[src/include/vrc_defs.vh]
// constants for the voice recorder command port
`ifndef VRC_DEFS_VH
`define VRC_DEFS_VH

// master clock rate in MHz; times below are in us or ms
`define VRC_CLK_MHZ       24'd25
// cycles per millisecond; every count below stays inside 24 bits
`define VRC_CYC_PER_MS    (24'd1000 * `VRC_CLK_MHZ)

// command codes, first nibble of each command
`define VRC_OP_NOP        4'h0
`define VRC_OP_PAUSE      4'h1
`define VRC_OP_PLAY       4'h2
`define VRC_OP_CAPTURE    4'h3
`define VRC_OP_START      4'h4
`define VRC_OP_STOP       4'h5
`define VRC_OP_ERASE      4'h6
`define VRC_OP_RATE       4'h7
`define VRC_OP_VOICE      4'h8
`define VRC_OP_RAMP       4'h9
`define VRC_OP_TRACK      4'hA
`define VRC_OP_BLOCK_WRITE_CMD      4'hB
`define VRC_OP_BLOCK_READ_CMD      4'hC
`define VRC_OP_PTRWR      4'hD
`define VRC_OP_PTRRD      4'hE
`define VRC_OP_OUTSIDE    4'hF

// status nibble field positions
`define VRC_ST_BUSY       0
`define VRC_ST_OUTSIDE    1
`define VRC_ST_RAMPING    2

// pointer length in nibbles (2nd through 11th)
`define VRC_PTR_NIBS      4'hA

// times
`define VRC_T_ERASE_ALL_MS  24'd550
`define VRC_T_ERASE_ONE_MS  24'd70
`define VRC_T_CMD_US        24'd16
`define VRC_T_PTR_NIB_US    24'd16
`define VRC_T_PTRRD_US      24'd270
`define VRC_T_DATA_RD_US    24'd50
`define VRC_T_RAMP_UP_MS    24'd64
`define VRC_T_RAMP_DN_MS    24'd256
`define VRC_T_ACT_HIGH_US   24'd31
`define VRC_T_ACT_LOW_US    24'd94

// cycle counts
`define VRC_C_ERASE_ALL  (`VRC_T_ERASE_ALL_MS * `VRC_CYC_PER_MS)
`define VRC_C_ERASE_ONE  (`VRC_T_ERASE_ONE_MS * `VRC_CYC_PER_MS)
`define VRC_C_CMD        (`VRC_T_CMD_US * `VRC_CLK_MHZ)
`define VRC_C_PTR_NIB    (`VRC_T_PTR_NIB_US * `VRC_CLK_MHZ)
`define VRC_C_PTRRD      (`VRC_T_PTRRD_US * `VRC_CLK_MHZ)
`define VRC_C_DATA_RD    (`VRC_T_DATA_RD_US * `VRC_CLK_MHZ)
`define VRC_C_ACT_HIGH   (`VRC_T_ACT_HIGH_US * `VRC_CLK_MHZ)
`define VRC_C_ACT_LOW    (`VRC_T_ACT_LOW_US * `VRC_CLK_MHZ)
// ramp spans 128 steps from ground to half supply
`define VRC_RAMP_STEPS   24'd128
`define VRC_RAMP_MID     8'h80
`define VRC_C_RAMP_UP  (`VRC_T_RAMP_UP_MS*`VRC_CYC_PER_MS/`VRC_RAMP_STEPS)
`define VRC_C_RAMP_DN  (`VRC_T_RAMP_DN_MS*`VRC_CYC_PER_MS/`VRC_RAMP_STEPS)

`endif

[src/hw/vrc_ramp.v]
// output dc level ramp generator
`timescale 1ns/1ns
`include "vrc_defs.vh"

module vrc_ramp #(
    parameter [23:0] STEP_UP = `VRC_C_RAMP_UP,
    parameter [23:0] STEP_DN = `VRC_C_RAMP_DN
) (
    input  wire       ref_clk,
    input  wire       rstn,
    input  wire       start,
    input  wire       rise,
    output reg  [7:0] dc_level,
    output wire       ramping
);

    reg [23:0] step_q;
    reg        rise_q;
    reg        run_q;

    assign ramping = run_q;

    always @(posedge ref_clk or negedge rstn) begin
        if (!rstn) begin
            step_q   <= 24'h000000;
            rise_q   <= 1'b0;
            run_q    <= 1'b0;
            dc_level <= 8'h00;
        end else if (start) begin
            // first step one cycle after the command, well inside 16 us
            step_q <= 24'h000000;
            rise_q <= rise;
            run_q  <= 1'b1;
        end else if (run_q) begin
            if (step_q != 24'h000000) begin
                step_q <= step_q - 24'h000001;
            end else if (rise_q && dc_level != `VRC_RAMP_MID) begin
                dc_level <= dc_level + 8'h01;
                step_q   <= STEP_UP - 24'h000001;
            end else if (!rise_q && dc_level != 8'h00) begin
                dc_level <= dc_level - 8'h01;
                step_q   <= STEP_DN - 24'h000001;
            end else begin
                run_q <= 1'b0;
            end
        end
    end

endmodule // vrc_ramp

[src/hw/vrc_cmd_port.v]
// host nibble command port of the voice recorder
// Contract
// - ramp starts within 16 us of command
// - ramp up 64 ms, down 256 ms
// - ramp command nibble sets playback level
// - activity output rises within 330 us
// - outside transfer ends within 250 us of stop
// - simple commands are one nibble
// - rate, voice, ramp take two nibbles
// - track and block write take three
// - block read returns entry named by second nibble
// - pointer read returns ten nibbles
`timescale 1ns/1ns
`include "vrc_defs.vh"
module vrc_cmd_port #(
    parameter [23:0] ERASE_ALL_CYC = `VRC_C_ERASE_ALL,
    parameter [23:0] ERASE_ONE_CYC = `VRC_C_ERASE_ONE,
    parameter [23:0] PTRRD_CYC     = `VRC_C_PTRRD,
    parameter [23:0] RAMP_UP_CYC   = `VRC_C_RAMP_UP,
    parameter [23:0] RAMP_DN_CYC   = `VRC_C_RAMP_DN
) (
    input  wire        ref_clk,
    input  wire        rstn,
    input  wire        wr_n,
    input  wire        rd_n,
    input  wire [3:0]  host_din,
    output reg  [3:0]  host_dout,
    output wire        host_doe,
    output wire        busy,
    output reg         activity_flag,
    input  wire [3:0]  adpcm_in,
    output reg  [3:0]  adpcm_out,
    output reg         adpcm_stb,
    output reg         cmd_stb,
    output reg  [3:0]  cmd_code,
    output reg  [7:0]  cmd_arg,
    output reg  [39:0] ptr_addr,
    output reg  [3:0]  play_level,
    output wire [7:0]  dc_level,
    output reg         outside_done
);
    localparam [2:0] ST_IDLE = 3'd0;
    localparam [2:0] ST_ARGS = 3'd1;
    localparam [2:0] ST_PTRW = 3'd2;
    localparam [2:0] ST_PTRR = 3'd3;
    localparam [2:0] ST_BLKR = 3'd4;
    localparam [23:0] CMD_CYC  = `VRC_C_CMD;
    localparam [23:0] NIB_CYC  = `VRC_C_PTR_NIB;
    localparam [23:0] DRD_CYC  = `VRC_C_DATA_RD;
    localparam [23:0] HIGH_CYC = `VRC_C_ACT_HIGH;
    localparam [23:0] LOW_CYC  = `VRC_C_ACT_LOW;
    // extra nibbles that follow each first nibble other than pointer write
    function [1:0] arg_count;
        input [3:0] op;
        begin
            case (op)
                `VRC_OP_RATE, `VRC_OP_VOICE, `VRC_OP_RAMP,
                `VRC_OP_BLOCK_READ_CMD:                 arg_count = 2'd1;
                `VRC_OP_TRACK, `VRC_OP_BLOCK_WRITE_CMD:  arg_count = 2'd2;
                default:                       arg_count = 2'd0;
            endcase
        end
    endfunction
    reg [2:0]  state_q;
    reg        wr_n_q;
    reg        rd_n_q;
    reg [3:0]  op_q;
    reg [1:0]  left_q;
    reg [3:0]  arg1_q;
    reg [3:0]  nib_q;
    reg [23:0] busy_q;
    reg        phrase_sel_q;
    reg        rec_mode_q;
    reg        outside_q;
    reg [11:0] act_cnt_q;
    reg [3:0]  rec_nib_q;
    reg [3:0]  blk_idx_q;
    reg [3:0]  blk_mem [0:15];
    reg        ramp_go;
    wire       ramping;
    wire wr_done = wr_n & ~wr_n_q;
    wire rd_done = rd_n & ~rd_n_q;
    wire [3:0] status = {1'b0, ramping, outside_q, busy};
    assign busy     = (busy_q != 24'h000000);
    assign host_doe = ~rd_n;
    ////////////////////////////////////////////////////////////////////////
    // read data; a read pulse cannot report busy inside pointer/block reads
    always @(posedge ref_clk or negedge rstn) begin
        if (!rstn) begin
            host_dout <= 4'h0;
        end else if (outside_q && rec_mode_q) begin
            host_dout <= rec_nib_q;
        end else if (state_q == ST_PTRR) begin
            host_dout <= ptr_addr[nib_q*4 +: 4];
        end else if (state_q == ST_BLKR) begin
            host_dout <= blk_mem[blk_idx_q];
        end else begin
            host_dout <= status;
        end
    end
    ////////////////////////////////////////////////////////////////////////
    // command sequencer
    always @(posedge ref_clk or negedge rstn) begin
        if (!rstn) begin
            state_q      <= ST_IDLE;
            wr_n_q       <= 1'b1;
            rd_n_q       <= 1'b1;
            op_q         <= 4'h0;
            left_q       <= 2'd0;
            arg1_q       <= 4'h0;
            nib_q        <= 4'h0;
            busy_q       <= 24'h000000;
            phrase_sel_q <= 1'b0;
            rec_mode_q   <= 1'b0;
            cmd_stb      <= 1'b0;
            cmd_code     <= 4'h0;
            cmd_arg      <= 8'h00;
            ptr_addr     <= 40'h0000000000;
            play_level   <= 4'h0;
            blk_idx_q    <= 4'h0;
            ramp_go      <= 1'b0;
        end else begin
            wr_n_q  <= wr_n;
            rd_n_q  <= rd_n;
            cmd_stb <= 1'b0;
            ramp_go <= 1'b0;
            if (busy) begin
                busy_q <= busy_q - 24'h000001;
            end
            case (state_q)
            ST_IDLE: begin
                if (wr_done && !(outside_q && !rec_mode_q &&
                                 host_din != `VRC_OP_STOP)) begin
                    op_q   <= host_din;
                    left_q <= arg_count(host_din);
                    nib_q  <= 4'h0;
                    busy_q <= CMD_CYC;
                    if (host_din == `VRC_OP_PTRWR) begin
                        state_q <= ST_PTRW;
                    end else if (host_din == `VRC_OP_PTRRD) begin
                        busy_q  <= PTRRD_CYC;
                        state_q <= ST_PTRR;
                    end else if (arg_count(host_din) != 2'd0) begin
                        state_q <= ST_ARGS;
                    end else begin
                        cmd_stb  <= 1'b1;
                        cmd_code <= host_din;
                        cmd_arg  <= 8'h00;
                        if (host_din == `VRC_OP_ERASE) begin
                            busy_q <= phrase_sel_q ? ERASE_ONE_CYC
                                                   : ERASE_ALL_CYC;
                        end
                        if (host_din == `VRC_OP_CAPTURE) begin
                            rec_mode_q <= 1'b1;
                        end
                        if (host_din == `VRC_OP_PLAY) begin
                            rec_mode_q <= 1'b0;
                        end
                    end
                end
            end
            ST_ARGS: begin
                if (wr_done) begin
                    left_q <= left_q - 2'd1;
                    arg1_q <= host_din;
                    busy_q <= CMD_CYC;
                    if (op_q == `VRC_OP_BLOCK_READ_CMD) begin
                        blk_idx_q <= host_din;
                        busy_q    <= DRD_CYC;
                        state_q   <= ST_BLKR;
                    end else if (left_q == 2'd1) begin
                        state_q  <= ST_IDLE;
                        cmd_stb  <= 1'b1;
                        cmd_code <= op_q;
                        if (arg_count(op_q) == 2'd2) begin
                            cmd_arg <= {arg1_q, host_din};
                        end else begin
                            cmd_arg <= {4'h0, host_din};
                        end
                        if (op_q == `VRC_OP_RAMP) begin
                            play_level <= host_din;
                            ramp_go    <= 1'b1;
                        end
                        if (op_q == `VRC_OP_TRACK) begin
                            phrase_sel_q <= 1'b1;
                        end
                        if (op_q == `VRC_OP_BLOCK_WRITE_CMD) begin
                            blk_idx_q <= arg1_q;
                        end
                    end
                end
            end
            ST_PTRW: begin
                if (wr_done) begin
                    ptr_addr[nib_q*4 +: 4] <= host_din;
                    busy_q <= NIB_CYC;
                    nib_q  <= nib_q + 4'h1;
                    if (nib_q == `VRC_PTR_NIBS - 4'h1) begin
                        state_q <= ST_IDLE;
                    end
                end
            end
            ST_PTRR: begin
                if (rd_done) begin
                    busy_q <= DRD_CYC;
                    nib_q  <= nib_q + 4'h1;
                    if (nib_q == `VRC_PTR_NIBS - 4'h1) begin
                        state_q <= ST_IDLE;
                    end
                end
            end
            ST_BLKR: begin
                if (rd_done) begin
                    state_q <= ST_IDLE;
                end
            end
            default: state_q <= ST_IDLE;
            endcase
        end
    end
    // block store, written by the third nibble of a block write
    always @(posedge ref_clk) begin
        if (state_q == ST_ARGS && wr_done && op_q == `VRC_OP_BLOCK_WRITE_CMD &&
            left_q == 2'd1) begin
            blk_mem[arg1_q] <= host_din;
        end
    end
    ////////////////////////////////////////////////////////////////////////
    // outside data transfer paced by the activity output
    wire ext_start = state_q == ST_IDLE && wr_done && !outside_q &&
                     host_din == `VRC_OP_OUTSIDE;
    wire ext_stop  = state_q == ST_IDLE && wr_done && outside_q &&
                     host_din == `VRC_OP_STOP;
    always @(posedge ref_clk or negedge rstn) begin
        if (!rstn) begin
            outside_q     <= 1'b0;
            activity_flag <= 1'b0;
            act_cnt_q     <= 12'h000;
            rec_nib_q     <= 4'h0;
            adpcm_out     <= 4'h0;
            adpcm_stb     <= 1'b0;
            outside_done  <= 1'b0;
        end else begin
            adpcm_stb    <= 1'b0;
            outside_done <= 1'b0;
            if (ext_start) begin
                // one low phase before the first rise: 94 us, under 330 us
                outside_q <= 1'b1;
                act_cnt_q <= LOW_CYC[11:0] - 12'h001;
            end else if (ext_stop) begin
                // stop ends the transfer at once, well inside 250 us
                outside_q     <= 1'b0;
                activity_flag <= 1'b0;
                outside_done  <= 1'b1;
            end else if (outside_q) begin
                if (act_cnt_q != 12'h000) begin
                    act_cnt_q <= act_cnt_q - 12'h001;
                end else if (activity_flag) begin
                    activity_flag <= 1'b0;
                    act_cnt_q     <= LOW_CYC[11:0] - 12'h001;
                end else begin
                    activity_flag <= 1'b1;
                    act_cnt_q     <= HIGH_CYC[11:0] - 12'h001;
                    rec_nib_q     <= adpcm_in;
                end
                if (!rec_mode_q && wr_done &&
                    host_din != `VRC_OP_STOP) begin
                    adpcm_out <= host_din;
                    adpcm_stb <= 1'b1;
                end
            end
        end
    end
    vrc_ramp #(
        .STEP_UP (RAMP_UP_CYC),
        .STEP_DN (RAMP_DN_CYC)
    ) u_ramp (
        .ref_clk  (ref_clk),
        .rstn     (rstn),
        .start    (ramp_go),
        .rise     (play_level != 4'h0),
        .dc_level (dc_level),
        .ramping  (ramping)
    );
endmodule // vrc_cmd_port

[config.mk]
export PLATFORM = sky130hd
export DESIGN_NAME = vrc_cmd_port
export DESIGN_NICKNAME = d
export VERILOG_FILES = /design/src/hw/vrc_ramp.v /design/src/hw/vrc_cmd_port.v
export VERILOG_INCLUDE_DIRS = /design/src /design/src/include
export SDC_FILE = /design/constraint.sdc
export NUM_CORES = 1
export LEC_CHECK = 0
export BUFFER_PORTS_ARGS = -buffer_cell sky130_fd_sc_hd__buf_2
export CORE_MARGIN = 5
export CORE_UTILIZATION = 30
export DETAILED_ROUTE_END_ITERATION = 6
export GPL_ROUTABILITY_DRIVEN = 0
export SYNTH_ARGS = -nofsm -noshare
export SYNTH_HDL_FRONTEND = slang
export SYNTH_HIERARCHICAL = 1
export SYNTH_SLANG_ARGS = --single-unit
[constraint.sdc]
create_clock -name ref_clk -period 8.07 [get_ports ref_clk]
set_input_delay 0.807 -clock ref_clk [delete_from_list [all_inputs] [get_ports ref_clk]]
set_output_delay 0.807 -clock ref_clk [all_outputs]
set_load 0.01 [all_outputs]
==> impl_metrics.csv <==
group,metric,value,unit
run_status,status,"complete, no violations",
pwr,switching_share,37.3,%
worst_setup_path,r2r-end,"u_ramp/step_q[20]",
final_layout,drive_gt1_share,18.8,%
route,wl_met1,15.0,mm
place,dp_slack,4.76,ns
clocking,cts_sinks,233,
clocking,ctsHoldBuffers,0,
floorplan,start_util,30.3,%
clocking,cts_buffers,26,
route,drt_iter0_markers,664,
worst_setup_path,rrSetupSlack,4.86,ns
worst_setup_path,ff2ff_path_depth,5,
worst_setup_path,r2r-start,"u_ramp/step_q[2]",
logic_synthesis,ys_async_sr_fraction,72.5,%
worst_setup_path,crit_fanout,18,
sta,clock_skew,0.0106,ns
route,wl_per_cell,18.6,µm
worst_setup_path,cp-startpoint,"busy_q[18]",
pwr,pwr-share-clk,27.6,%
worst_setup_path,criticalPathCategory,"flip-flop to output pin",
route,via_per_inst,5.41,
route,met3WireLength,2.04,mm
sta,rsz0062_at_grt,"no",
final_layout,fin_cells,1771,
worst_setup_path,critPathLaunchType,"flip-flop",
clocking,htreeDepth,1,
global_route,grt_util_all_layers,14.5,%
clocking,ctsResizeCount,0,
sta,slew_headroom,32.6,%
clocking,post_cts_buffers,0,
final_layout,multi_input_area,0.00567,mm²
global_route,overflow,0,
logic_synthesis,ys_warn_count,6,
worst_setup_path,critPathCaptureType,"output pin",
route,highest_layer,"met4",
logic_synthesis,syn_area_per_cell,10.6,µm²
final_layout,utilization,34.5,%
clocking,cts-root-buf,"clkbuf_16",
pwr,ir_drop,155,µV
route,vias,9588,
logic_synthesis,post_synth_inst_count,1160,
sta,fin_ws,4.42,ns
floorplan,die_w,213,µm
sta,hold_violations,0,
job,cap_violations,0,
sta,fin_tns_setup,0,ns
global_route,grt_pass1_wl,53.5,mm
place,io_buffers,89,
final_layout,final_common_cell,"dfrtp_1",
logic_synthesis,ys_seq_area_share,49.8,%
clocking,clk_pin_slew,0.06,ns
floorplan,die_area,0.0453,mm²
logic_synthesis,syn_area,0.0124,mm²
place,placedCellCount,1722,
final_layout,final_cell_mix,"dfrtp_1, nand2_1, buf_2, o21ai_0, nor2_1",
pwr,p_leak,5.78,nW
global_route,grt_max_degree,100,
sta,fin_crit,3.65,ns
place,placed_cell_area,0.0132,mm²
clocking,clockBufferDepth,3,
logic_synthesis,synth_ff_type,"dfrtp_1",
pwr,p_int,0.00257,W
final_layout,fin_area,0.0140,mm²
route,firstDrtPassIters,5,
global_route,grt_pass1_vias,9536,
global_route,antenna_found_initial,1,
sta,setup_violations,0,
route,ant_nets,0,
floorplan,core,0.0407,mm²
floorplan,die_y,213,µm
route,met2_length,15.0,mm
clocking,tritoncts,"yes",
place,dp_hpwl,22.5,mm
floorplan,rows,74,
sta,max_slew.worst_pin.slew,0.985,ns
floorplan,ios,90,
min_path,hp-class,"primary input to flip-flop",
worst_setup_path,crit_required,7.26,ns
clocking,clkLatencyLatePin,0.55,ns
final_layout,nFillCells,4097,
route,totalWireLength,32.9,mm
final_layout,area.sequential,0.00615,mm²
sta,fmax,274,MHz
logic_synthesis,synth_cell_types,91,
worst_setup_path,crit_path_end,"busy",
pwr,pwr-share-comb,32.3,%
worst_setup_path,arrival,2.84,ns
logic_synthesis,synth-edff-count,64,
pwr,power_density,292,mW/mm²
sta,min_period_over_period,45.2,%
final_layout,fin_nets,1248,
logic_synthesis,synth_seq_cells,233,
route,drc,0,
final_layout,area_delta_synth_final,13.7,%
pwr,power_frac_seq,40.0,%
logic_synthesis,synth_nets,1190,
pwr,p_switching,0.00153,W
sta,finalMaxSlewViolations,0,
[layout make-up]
cell class / instances / share of cell area, %
Timing Repair Buffer: 98 / 3.70
Clock inverter: 12 / 0.704
Sequential cell: 233 / 43.8
Antenna cell: 1 / 0.0178
Inverter: 60 / 1.60
Clock buffer: 36 / 5.04
Tap cell: 532 / 4.74
Multi-Input combinational cell: 799 / 40.4
[flip-flops by register name (all words and copies together) (netlist names), 2 cells and up]
register	flops
adpcm_out	4
busy_q	24
ptr_addr	40
u_ramp/step_q	24
cmd_code	4
cmd_arg	8
nib_q	4
arg1_q	4
u_ramp/dc_level	8
left_q	2
state_q	3
act_cnt_q	12
host_dout	4
op_q	4
blk_mem	64
blk_idx_q	4
play_level	4
rec_nib_q	4
[routing by layer]
layer  up-vias  global-route usage (%)
met5         -                       0
met4         0                    4.88
met3        51                    2.37
met2       318                    22.6
met1      4765                    20.6
li1       4454                       -
[kinds of logic (layout without fill, tap and decap cells)]
logic type / count (synthesis) / count (layout) / synth area share [%]
xor+xnor: 30 / 30 / 2.13
mux: 92 / 92 / 9.90
simple gates: 408 / 408 / 18.1
other cells: 0 / 1 / 0
flops: 233 / 233 / 49.8
compound gates: 251 / 251 / 13.9
fa+ha+maj: 18 / 18 / 1.88
buf+inv: 128 / 206 / 4.25
[per-stage QoR]
step                hold WS [ns]  power, W
global route               0.381   0.00436
finish                     0.391   0.00410
global placement           0.457   0.00296
detailed placement         0.498   0.00298
floorplan                  0.443   0.00259
CTS                        0.373   0.00412
[critical path, cell delays in order (launching register included)]
cell and delay [ns]:
dfrtp_1 0.41, nor4_1 0.51, and3_1 0.67, and3_1 0.39, inv_2 0.14, buf_2 0.18
[worst min path at each step]
stage | start | endpoint | cells after the start
3_5_place_dp | adpcm_out[2] | adpcm_out[2] | 1
5_1_grt | wr_n | wr_n_q | 1
3_3_place_gp | u_ramp/step_q[19] | u_ramp/step_q[19] | 1
6_report | wr_n | wr_n_q | 1
4_1_cts | wr_n | wr_n_q | 1
2_1_floorplan | u_ramp/step_q[19] | u_ramp/step_q[19] | 1
[synthesized netlist by cell type, types with 22 or more instances]
library cell | n | area, µm²
nand3_1 | 42 | 210
clkbuf_1 | 39 | 146
nor2_1 | 68 | 255
mux2i_1 | 31 | 310
mux2_2 | 41 | 462
edfxtp_1 | 64 | 1920
a31oi_1 | 22 | 138
inv_1 | 58 | 218
o21ai_0 | 69 | 345
nor3_1 | 44 | 220
dfrtp_1 | 167 | 4180
nor4_1 | 25 | 156
nand2_1 | 103 | 387
a21oi_1 | 32 | 160
xnor2_1 | 22 | 193
[power by group through the flow]
stage	combinational [W]	sequential (W)	clock, W
after global routing	0.00147	0.00167	0.00121
after floorplan	0.00102	0.00156	0
final	0.00132	0.00164	0.00113
after global placement	0.00131	0.00165	0
after CTS	0.00133	0.00164	0.00116
after detailed placement	0.00132	0.00165	0
Note: power is estimated with default switching activity, not from simulation.
